### src/shared/avc_consts.vh
// constants for the audio volume and mute chain
`ifndef AVC_CONSTS_VH
`define AVC_CONSTS_VH
`define AVC_ADDR_LEFT_GAIN 8'h09
`define AVC_ADDR_RIGHT_GAIN 8'h0c
`define AVC_GAIN_RESET 8'hf1
`define AVC_ZC_BASE 11'h080
`define AVC_DEEMPH_OFF 2'h1
`define AVC_TYPE_SINGLE 2'h0
`define AVC_TYPE_BAD 2'h3
`define AVC_RAMP_MUTE 11'h425
`define AVC_VOL_MUTE_CODE 8'hff
`define AVC_FAST_FRAC 8'h25
`define AVC_FAST_WHOLE 11'h004
`define AVC_FS_DIV 568
`endif

### src/design/avc_ramp.v
// soft volume ramp for one output channel
`timescale 1ns/100ps
`default_nettype none
`include "avc_consts.vh"
module avc_ramp (
   input wire clock, // system clock
   input wire rst_n, // synchronised reset, active low
   input wire tick, // one pulse per sample period
   input wire fast, // short transition time select
   input wire [10:0] target, // wanted attenuation level
   output reg [10:0] level_r // current attenuation level
);
   reg [7:0] frac_r;
   wire [8:0] frac_sum;
   wire [10:0] step;
   wire [11:0] up;
   wire [10:0] gap_up;
   wire [10:0] gap_dn;

   // fast: 1061 levels per 256 periods, whole part 4, fraction 37/256
   assign frac_sum = {1'b0, frac_r} + {1'b0, `AVC_FAST_FRAC};
   assign step = fast ? (`AVC_FAST_WHOLE + {10'h000, frac_sum[8]}) : 11'h001;
   assign up = {1'b0, level_r} + {1'b0, step};
   assign gap_up = target - level_r;
   assign gap_dn = level_r - target;

   always @(posedge clock or negedge rst_n) begin
      if (!rst_n) begin
         level_r <= 11'h000;
         frac_r <= 8'h00;
      end else if (tick) begin
         if (fast) begin
            frac_r <= frac_sum[7:0];
         end
         // moves from wherever it stands toward a changed target
         if (level_r < target) begin
            level_r <= (gap_up <= step) ? target : up[10:0];
         end else if (level_r > target) begin
            level_r <= (gap_dn <= step) ? target : level_r - step;
         end
      end
   end
endmodule
`default_nettype wire

### src/design/avc_chain.v
// gain chain: level-stage manual gain, de-emphasis, output volume, soft mute
`timescale 1ns/100ps
`default_nettype none
`include "avc_consts.vh"
module avc_chain #(
   parameter FS_DIV = `AVC_FS_DIV, // clock cycles per sample period
   parameter SW = 24 // sample width
) (
   input wire clock, // 25 MHz system clock
   input wire reset_n, // asynchronous reset, active low
   input wire wr_en, // register write strobe
   input wire [7:0] wr_addr, // register write address
   input wire [7:0] wr_data, // register write data
   input wire rd_en, // register read strobe
   input wire [7:0] rd_addr, // register read address
   output reg [7:0] rd_data, // register read data, one cycle after rd_en
   input wire level_ctl_en, // level control enable
   input wire converter_power, // converter power
   input wire zero_cross_disable, // 1: gain changes apply at once
   input wire [1:0] zc_timeout_sel, // zero-crossing timeout select
   input wire [1:0] deemph_sel, // de-emphasis mode select
   input wire [7:0] left_out_volume, // left output volume code
   input wire [7:0] right_out_volume, // right output volume code
   input wire volume_link, // left code sets both channels
   input wire ramp_time_sel, // 1: short transition time
   input wire soft_silence, // soft mute request
   input wire hp_differential_sel, // differential headphone select
   input wire hp_pseudo_sel, // pseudo cap-less headphone select
   input wire [SW-1:0] sample_left, // left sample, same clock
   input wire [SW-1:0] sample_right, // right sample, same clock
   output reg [7:0] left_level_gain_r, // applied left level-stage gain
   output reg [7:0] right_level_gain_r, // applied right level-stage gain
   output reg [1:0] deemph_mode_r, // de-emphasis mode in effect
   output reg [1:0] hp_out_type_r, // headphone output type in effect
   output wire [10:0] left_vol_level, // left attenuation level, 0 = +12 dB
   output wire [10:0] right_vol_level, // right attenuation level
   output wire fs_tick // sample-rate pulse
);
   reg rst_meta_r;
   reg rst_sync_r;
   reg [15:0] div_r;
   reg tick_r;
   reg [7:0] left_level_gain_code;
   reg [7:0] right_level_gain_code;
   reg [10:0] zc_cnt_left_r;
   reg [10:0] zc_cnt_right_r;
   reg sign_left_r;
   reg sign_right_r;
   reg alc_run_r;
   wire alc_run;
   wire [10:0] zc_limit;
   wire zc_left;
   wire zc_right;
   wire to_left;
   wire to_right;
   wire wr_left;
   wire wr_right;
   wire [7:0] vol_code_left;
   wire [7:0] vol_code_right;
   wire [10:0] tgt_left;
   wire [10:0] tgt_right;

   // reset release through two flops
   always @(posedge clock or negedge reset_n) begin
      if (!reset_n) begin
         rst_meta_r <= 1'b0;
         rst_sync_r <= 1'b0;
      end else begin
         rst_meta_r <= 1'b1;
         rst_sync_r <= rst_meta_r;
      end
   end

   // sample-rate divider
   always @(posedge clock or negedge rst_sync_r) begin
      if (!rst_sync_r) begin
         div_r <= 16'h0000;
         tick_r <= 1'b0;
      end else if (div_r == FS_DIV[15:0] - 16'h0001) begin
         div_r <= 16'h0000;
         tick_r <= 1'b1;
      end else begin
         div_r <= div_r + 16'h0001;
         tick_r <= 1'b0;
      end
   end
   assign fs_tick = tick_r;

   assign alc_run = level_ctl_en & converter_power;
   assign zc_limit = `AVC_ZC_BASE << zc_timeout_sel;
   // changed-value writes only, and none while level control runs
   assign wr_left = wr_en & (wr_addr == `AVC_ADDR_LEFT_GAIN) & ~alc_run
      & (wr_data != left_level_gain_code);
   assign wr_right = wr_en & (wr_addr == `AVC_ADDR_RIGHT_GAIN) & ~alc_run
      & (wr_data != right_level_gain_code);

   // sign change between consecutive samples
   assign zc_left = tick_r & (sample_left[SW-1] != sign_left_r);
   assign zc_right = tick_r & (sample_right[SW-1] != sign_right_r);
   assign to_left = tick_r & (zc_cnt_left_r >= zc_limit - 11'h001);
   assign to_right = tick_r & (zc_cnt_right_r >= zc_limit - 11'h001);

   // software-visible gain registers
   always @(posedge clock or negedge rst_sync_r) begin
      if (!rst_sync_r) begin
         left_level_gain_code <= `AVC_GAIN_RESET;
         right_level_gain_code <= `AVC_GAIN_RESET;
         rd_data <= 8'h00;
      end else begin
         if (wr_left) begin
            left_level_gain_code <= wr_data;
         end
         if (wr_right) begin
            right_level_gain_code <= wr_data;
         end
         if (rd_en) begin
            case (rd_addr)
               `AVC_ADDR_LEFT_GAIN: rd_data <= left_level_gain_code;
               `AVC_ADDR_RIGHT_GAIN: rd_data <= right_level_gain_code;
               default: rd_data <= 8'h00;
            endcase
         end
      end
   end

   // manual level stage with zero-crossing timing
   always @(posedge clock or negedge rst_sync_r) begin
      if (!rst_sync_r) begin
         left_level_gain_r <= `AVC_GAIN_RESET;
         right_level_gain_r <= `AVC_GAIN_RESET;
         zc_cnt_left_r <= 11'h000;
         zc_cnt_right_r <= 11'h000;
         sign_left_r <= 1'b0;
         sign_right_r <= 1'b0;
         alc_run_r <= 1'b0;
      end else begin
         alc_run_r <= alc_run;
         if (tick_r) begin
            sign_left_r <= sample_left[SW-1];
            sign_right_r <= sample_right[SW-1];
         end
         if (alc_run & ~alc_run_r) begin
            left_level_gain_r <= left_level_gain_code;
            right_level_gain_r <= left_level_gain_code;
         end
         // gain held by the level-control side while it runs
         if (alc_run | wr_left | left_level_gain_r == left_level_gain_code) begin
            zc_cnt_left_r <= 11'h000;
         end else if (zero_cross_disable | zc_left | to_left) begin
            left_level_gain_r <= left_level_gain_code;
            zc_cnt_left_r <= 11'h000;
         end else if (tick_r) begin
            zc_cnt_left_r <= zc_cnt_left_r + 11'h001;
         end
         if (alc_run | wr_right | right_level_gain_r == right_level_gain_code) begin
            zc_cnt_right_r <= 11'h000;
         end else if (zero_cross_disable | zc_right | to_right) begin
            right_level_gain_r <= right_level_gain_code;
            zc_cnt_right_r <= 11'h000;
         end else if (tick_r) begin
            zc_cnt_right_r <= zc_cnt_right_r + 11'h001;
         end
      end
   end

   // de-emphasis and output type
   always @(posedge clock or negedge rst_sync_r) begin
      if (!rst_sync_r) begin
         deemph_mode_r <= `AVC_DEEMPH_OFF;
         hp_out_type_r <= `AVC_TYPE_SINGLE;
      end else begin
         deemph_mode_r <= deemph_sel;
         // the unavailable combination keeps the previous type
         if ({hp_differential_sel, hp_pseudo_sel} != `AVC_TYPE_BAD) begin
            hp_out_type_r <= {hp_differential_sel, hp_pseudo_sel};
         end
      end
   end

   // output volume targets
   assign vol_code_left = left_out_volume;
   assign vol_code_right = volume_link ? left_out_volume : right_out_volume;
   assign tgt_left = avc_lvl(vol_code_left, soft_silence);
   assign tgt_right = avc_lvl(vol_code_right, soft_silence);

   // code to one of 1062 levels; mute or soft mute is the last
   function [10:0] avc_lvl;
      input [7:0] code;
      input mute;
      reg [13:0] part;
      begin
         part = {6'h00, code} * 14'd41;
         if (mute | code == `AVC_VOL_MUTE_CODE) begin
            avc_lvl = `AVC_RAMP_MUTE;
         end else begin
            avc_lvl = {1'b0, code, 2'b00} + {5'h00, part[13:8]};
         end
      end
   endfunction

   avc_ramp u_ramp_left (
      .clock(clock),
      .rst_n(rst_sync_r),
      .tick(tick_r),
      .fast(ramp_time_sel),
      .target(tgt_left),
      .level_r(left_vol_level)
   );

   avc_ramp u_ramp_right (
      .clock(clock),
      .rst_n(rst_sync_r),
      .tick(tick_r),
      .fast(ramp_time_sel),
      .target(tgt_right),
      .level_r(right_vol_level)
   );
endmodule
`default_nettype wire

### config.mk
export PLATFORM = sky130hd
export DESIGN_NAME = avc_chain
export DESIGN_NICKNAME = d
export VERILOG_FILES = /design/src/design/avc_ramp.v /design/src/design/avc_chain.v
export VERILOG_INCLUDE_DIRS = /design/src /design/src/shared
export SDC_FILE = /design/constraint.sdc
export NUM_CORES = 1
export LEC_CHECK = 0
export ABC_AREA = 1
export BUFFER_PORTS_ARGS = -buffer_cell sky130_fd_sc_hd__buf_2
export CAP_MARGIN = 20
export CORE_ASPECT_RATIO = 1.25
export CORE_MARGIN = 2
export CORE_UTILIZATION = 45
export CTS_CLUSTER_SIZE = 28
export DETAILED_ROUTE_END_ITERATION = 10
export SLEW_MARGIN = 20
export SYNTH_ARGS = -nofsm -noshare
export SYNTH_HDL_FRONTEND = slang
export SYNTH_SLANG_ARGS = --single-unit
export TNS_END_PERCENT = 5
### constraint.sdc
create_clock -name clock -period 5.3 [get_ports clock]
set_clock_uncertainty 0.1 [all_clocks]
set_input_delay 0.795 -clock clock [delete_from_list [all_inputs] [get_ports clock]]
set_output_delay 0.795 -clock clock [all_outputs]
set_load 0.01 [all_outputs]
Word-level counts from Yosys, hierarchy flattened
Cells that the tools add are included.
- register bits after elaboration: 126
- output and inout port bits: 51
- bits of input ports: 104
- word-level logic and storage cells: 124
- magnitude comparators: 10
- add/sub/neg operators: 18
- multiplexer cells: 28
- bitwise gates (word level): 24
- shifts and indexed selects: 1
- equality and inequality tests: 14
- reductions and logical operators: 7
- multiply operators: 2
- operators by type and width (cell ; count):
    two-way mux 11 bit ; 18
    subtractor 11 bit ; 6
    two-way mux 8 bit ; 7
    less-or-equal comparator 11 bit ; 4
    == test 8 x 4 -> 1 bit (second input constant) ; 4
    multiplier 8 x 6 -> 14 bit (second input constant) ; 2
    adder 10 x 6 -> 11 bit ; 2
    adder 11 x 1 -> 11 bit (second input constant) ; 2
    adder 11 bit ; 2
    >= comparator 11 bit ; 2
    greater-than comparator 11 bit ; 2
    < comparator 11 bit ; 2
    adder 8 x 6 -> 9 bit (second input constant) ; 2
    adder 16 x 1 -> 16 bit (second input constant) ; 1
    == test 16 x 10 -> 1 bit (second input constant) ; 1
    == test 8 bit ; 2
    == test 8 bit (second input constant) ; 2
    two-way mux 16 bit ; 1
    != test 8 bit ; 2
    one-hot mux 8 bit (2 select lines) ; 1
    bitwise AND 1 bit ; 12
    left shift 8 x 2 -> 11 bit (first input constant) ; 1
    subtractor 11 x 1 -> 11 bit (second input constant) ; 1
    bitwise OR 1 bit ; 10
    8 further kinds ; 15

Logic depth before layout (Yosys ltp)
- depth in word-level cells: 9
- mapped depth: 46
- gate-level depth less buffers: 44

Hierarchy
From an unflattened synthesis, not the netlist that was laid out.
- cell total of the unflattened synthesis: 2101
- area total of the unflattened synthesis: 13496.7 µm²
- by module, submodules not included (module ; times used ; area each (µm²) ; cells each ; seq. area each (µm²)):
    avc_chain ; 1 ; 7438.4 ; 1082 ; 2228.4
    avc_ramp (u_ramp_left) ; 1 ; 3032.9 ; 513 ; 475.5
    avc_ramp (u_ramp_right) ; 1 ; 3025.4 ; 506 ; 475.5

Least setup slack after synthesis
OpenSTA, ideal clock, no wires.
- path kind: input port to flip-flop
- start: input volume_link
- end: register u_ramp_right.level_r[7]
- path slack: -1051 ps
- setup time: 117 ps
- arrival: 6133 ps
- buffers on the path: 3
- required time: 5083 ps
- stages on the path: 43
- cells stage by stage: buf_6 -> o21ai_1 -> ha_1 -> inv_1 -> fa_1 -> inv_1 -> ha_1 -> ha_1 -> and3_1 -> nand3_1 -> nand2_1 -> nand2_1 -> nand2_1 -> nand2_1 -> nand2_1 -> nand2_1 -> nand2_1 -> xnor2_1 -> (+7 left out) -> o21ai_1 -> o21ai_1 -> nor2_2 -> ha_1 -> buf_2 -> nand2_1 -> inv_1 -> a21oi_1 -> nand3_1 -> nand2_1 -> nand2_1 -> a21oi_2 -> inv_2 -> a21oi_2 -> inv_2 -> buf_2 -> nand2_1 -> nand2_1
- cells in the longest elaborated chain, start to end: 9
- elaborated cells between the ends (all ways): 18
- those cells by class: add/sub: 3; mul: 1; order compare: 4; eq/ne: 1; mux: 6; bitwise: 1; reduce/logical: 2
- ends and longest elaborated chain (item ; line ; source):
    start: declaration ; avc_chain.v:24 ; input wire volume_link,
    two-way mux 8 bit (*) ; avc_chain.v:182 ; assign vol_code_right = volume_link ? left_out_volume : right_out_volume;
    multiplier 8 x 6 -> 14 bit / == test 8 bit (equally long branches) ; - ;
    adder 10 x 6 -> 11 bit / bitwise OR 1 bit (equally long branches) ; - ;
    two-way mux 11 bit (*) ; avc_chain.v:193 ; if (mute | code == `AVC_VOL_MUTE_CODE) begin
    subtractor 11 bit ; avc_ramp.v:25 ; assign gap_dn = level_r - target;
    less-or-equal comparator 11 bit ; avc_ramp.v:39 ; level_r <= (gap_dn <= step) ? target : level_r - step;
    two-way mux 11 bit ; avc_ramp.v:39 ;
    two-way mux 11 bit ; avc_ramp.v:38 ; end else if (level_r > target) begin
    two-way mux 11 bit ; avc_ramp.v:36 ; if (level_r < target) begin
    end signal: assignment ; avc_ramp.v:37 ; level_r <= (gap_up <= step) ? target : up[10:0];
    end signal: assignment ; avc_ramp.v:39 ;
    end: declaration ; avc_ramp.v:11 ; output reg [10:0] level_r
Mark *: on every way between the ends. The rest lies on a longest branch, timed or not. The select of a mux whose other input is x is not followed.
A chain may end at the register's enable or synchronous reset.

Final worst setup path
- start: input volume_link
- end: register u_ramp_right.level_r[6]
Same word-level chain as after synthesis.

==> summary.md <==
| Metric | Value |
|---|---|
| Routed vias | `12400` |
| Grt ovf | `0` |
| Final Util | `between 50% and 60%` |
| Mapped cell area | `12300 um^2` |
| RSZ-0062 raised after global routing | `true` |
| Nets | `2317` |
| Design area | `15500 um^2` |
| Layout cells sized above 1 | `22.3%` |
| Worst setup path startpoint | `volume_link` |
| Die X | `152 um` |
| Syn Inst Count | `1816` |
| Synthesized net count | `2063` |
| Failing checks | `setup timing` |
| CTS root buf | `clkbuf_16` |
| Deepest clock path buffer count | `2` |
| Gate power share | `54.9%` |
| Port Buffer Count | `108` |
| First-pass GRT wire length | `approximately 59 mm` |
| CP max-delay cell | `fa_1` |
| Most frequent cell after synthesis | `nand2_1` |
| Max cap viols | `0` |
| Reg2Reg Setup Slack | `1.84 ns` |
| Top post-synthesis cells by area | `dfrtp_1, nand2_1, ha_1` |
| Total Routing Usage GR | `between 20% and 30%` |
| ANT nets after route | `0` |
| Max transition margin | `35.4%` |
| Area Growth Syn to Fin | `25.9%` |
| Clock-pin slew on the worst setup and hold paths | `~0.070 ns` |
| Dpl ws | `-1.38 ns` |
| Ports | `155` |
| Critical R2R Launch | `u_ramp_right.frac_r[0]` |
| Sw Share | `42.9%` |
| Min cycle time layout | `5.80 ns` |
| Final Cycle Share | `109%` |
| Largest net degree at the start of global routing | `72` |
| Seq pwr share | `20.8%` |
| Setup TNS | `-9.60 ns` |
| Clock power share | `24.4%` |
| Psw | `about 2300 uW` |
| Tightest Pin Transition | `0.959 ns` |
| Synth cell count leaders | `nand2_1, inv_1, nand3_1, ha_1, nor2_1` |
| Antenna diodes | `0` |
| Synth Flop Type | `dfrtp_1` |
| CP Launch Type | `input pin` |
| Die height | `approximately 190 um` |
| Effective utilization at floorplan | `45.9%` |
| Antenna violations before repair | `0` |
| Post-detailed-placement half-perimeter wirelength | `around 27 mm` |
| Most frequent CP cell | `nand2_1` |
| Pleak | `0.00831 uW` |
| Placed cell area | `14400 um^2` |
| Post-synth top area cell | `dfrtp_1` |
| Syn Area/Cell | `6.80 um^2` |
| Synth top area share | `between 20% and 30%` |
| Synth warn | `0` |
| Final hold viol count | `0` |
| Worst setup EP type | `flip-flop` |
| Achievable Freq | `172 MHz` |
| Worst-path fanout max | `13` |
| Post-synth EDFFs | `0` |
| Power per cell area | `347 nW/um^2` |
| WHS | `~0.028 ns` |
| Worst EP required | `5.53 ns` |
| Clk sinks | `roughly 130` |
| Critical Path AT | `6.03 ns` |
| Flop and latch count out of synthesis | `126` |
| H-tree lvl count | `4` |
| Vias in the first global route | `between 10000 and 15000` |
| Routability congestion estimate | `0.916` |
| Sequential share of the synthesized area | `between 20 and 30%` |
| Status | `finished, violations left` |
| Final setup viols | `22` |
| Rows | `67` |
| Number of iterations in the first detailed-routing pass | `5` |
| Setup slack after layout | `-0.500 ns` |
| Post-synth cell types | `50` |
| Ys async rst share | `100%` |
| DRC viols | `0` |
| Final Max Tran Viols | `0` |
| Full die area | `between 20000 and 30000 um^2` |
| Maximum VDD drop | `278 uV` |
| DR WL/cell | `14.7 um` |
| CTS tree | `done` |
| Num CTS Buffers | `17` |
| Clk_lat worst skew | `~0.44 ns` |
| Core area | `approximately 27000 um^2` |
| Vias per inst | `5.09` |
| Max incr delay on CP | `0.46 ns` |
| Initial DRC count | `between 700 and 800` |
| Crit Path Category | `in2reg` |
| DRT Wirelength | `35.7 mm` |
| Internal Pwr Total | `between 3000 and 4000 uW` |
| Fill cell count | `2613` |
| Worst hold-check path type | `in2async` |
==> worst max-delay path: cells and delay by family <==
family,cells,cell delay (ns)
xor+xnor,1,0.08
simple gates,26,2.44
compound gates,3,0.37
buf+inv,6,0.47
fa+ha+maj,6,1.86
==> power groups by stage <==
| stage | Clock, uW | Sequential, uW | Combinational, uW |
|---|---|---|---|
| 2_1_floorplan | 0 | 1120 | 1730 |
| 3_3_place_gp | 0 | 1140 | 2700 |
| 3_5_place_dp | 0 | 1140 | 2730 |
| 4_1_cts | 1340 | 1120 | 2930 |
| 5_1_grt | 1370 | 1130 | 3310 |
| 6_report | 1320 | 1120 | 2960 |
==> cells in the final DEF (no fill, tap or decap), drive strengths merged, types with 6 or more instances in the layout <==
master,count
clkbuf,19
nand3,223
a21oi,45
nand2,508
dfrtp,105
a21o,6
a31oi,6
or2,9
nor2,124
buf,282
ha,133
nor4,15
nor3,21
nand4,41
xnor2,22
inv,283
fa,10
o21ai,82
dfstp,21
xor2,85
==> worst paths after layout <==
| kind | endpoint | cells past startpoint |
|---|---|---|
| min in group clock | rst_sync_r | 0 |
| max in group asynchronous | div_r[2] | 1 |
| max | u_ramp_right.level_r[6] | 42 |
| min reg2reg | rst_sync_r | 0 |
| max reg2reg | u_ramp_right.level_r[6] | 18 |
| min | rst_sync_r | 1 |
==> final cells by class <==
type / count / area (um^2) / area share (%)
clock buffers: 18 / 429 / 2.76
clock inverters: 14 / 204 / 1.31
inverters: 278 / 1050 / 6.76
multi-input cells: 1363 / 8300 / 53.4
flip-flops and latches: 126 / 3180 / 20.5
well taps: 345 / 432 / 2.78
repair buffers: 284 / 1940 / 12.5
==> metal layers <==
layer | GRT usage [%] | share of wire (%) | vias to the layer above
met1 | 31.0 | 44 | 5730
met4 | 7.94 | 2.4 | 0
met5 | 0 | 0 | -
met2 | 45.0 | 50 | 237
li1 | - | - | 6342
met3 | 3.30 | 3.3 | 60
==> state kept, by name (all words and copies together) (netlist names), 8 cells and up <==
register and cells:
right_level_gain_r 8, right_level_gain_code 8, rd_data 8, u_ramp_left.level_r 11
u_ramp_right.frac_r 8, left_level_gain_r 8, zc_cnt_left_r 11, left_level_gain_code 8
u_ramp_right.level_r 11, u_ramp_left.frac_r 8, div_r 16, zc_cnt_right_r 11
==> metrics by stage <==
stage          instances  total power, uW
2_1_floorplan       1816             2850
3_3_place_gp        2380             3840
3_5_place_dp        2380             3870
4_1_cts             2427             5390
5_1_grt             2428             5810
6_report            2428             5400
==> repair_timing <==
| item | 4_1_cts | 5_1_grt |
|---|---|---|
| setup endpoints to repair | 22 | 22 |
| hold buffers | 0 | 0 |
| cloned | 4 | 1 |
| buffers inserted | 11 | 0 |
| gates resized for setup | 85 | 15 |
| pin swaps | 37 | 8 |
==> cells by family (layout without fill, tap and decap cells) <==
family	Yosys count	count (layout)	synth area share, %
XOR/XNOR	107	107	7.59
multiplexers	4	4	0.365
buffers and inverters	327	594	10.3
adder cells (fa/ha/maj)	143	143	15.1
flip-flops	126	126	25.8
AND/OR/NAND/NOR	949	949	33.5
other	1	1	0.0304
AO/OA/AOI/OAI	159	159	7.36
(Power assumes the default switching activity.)
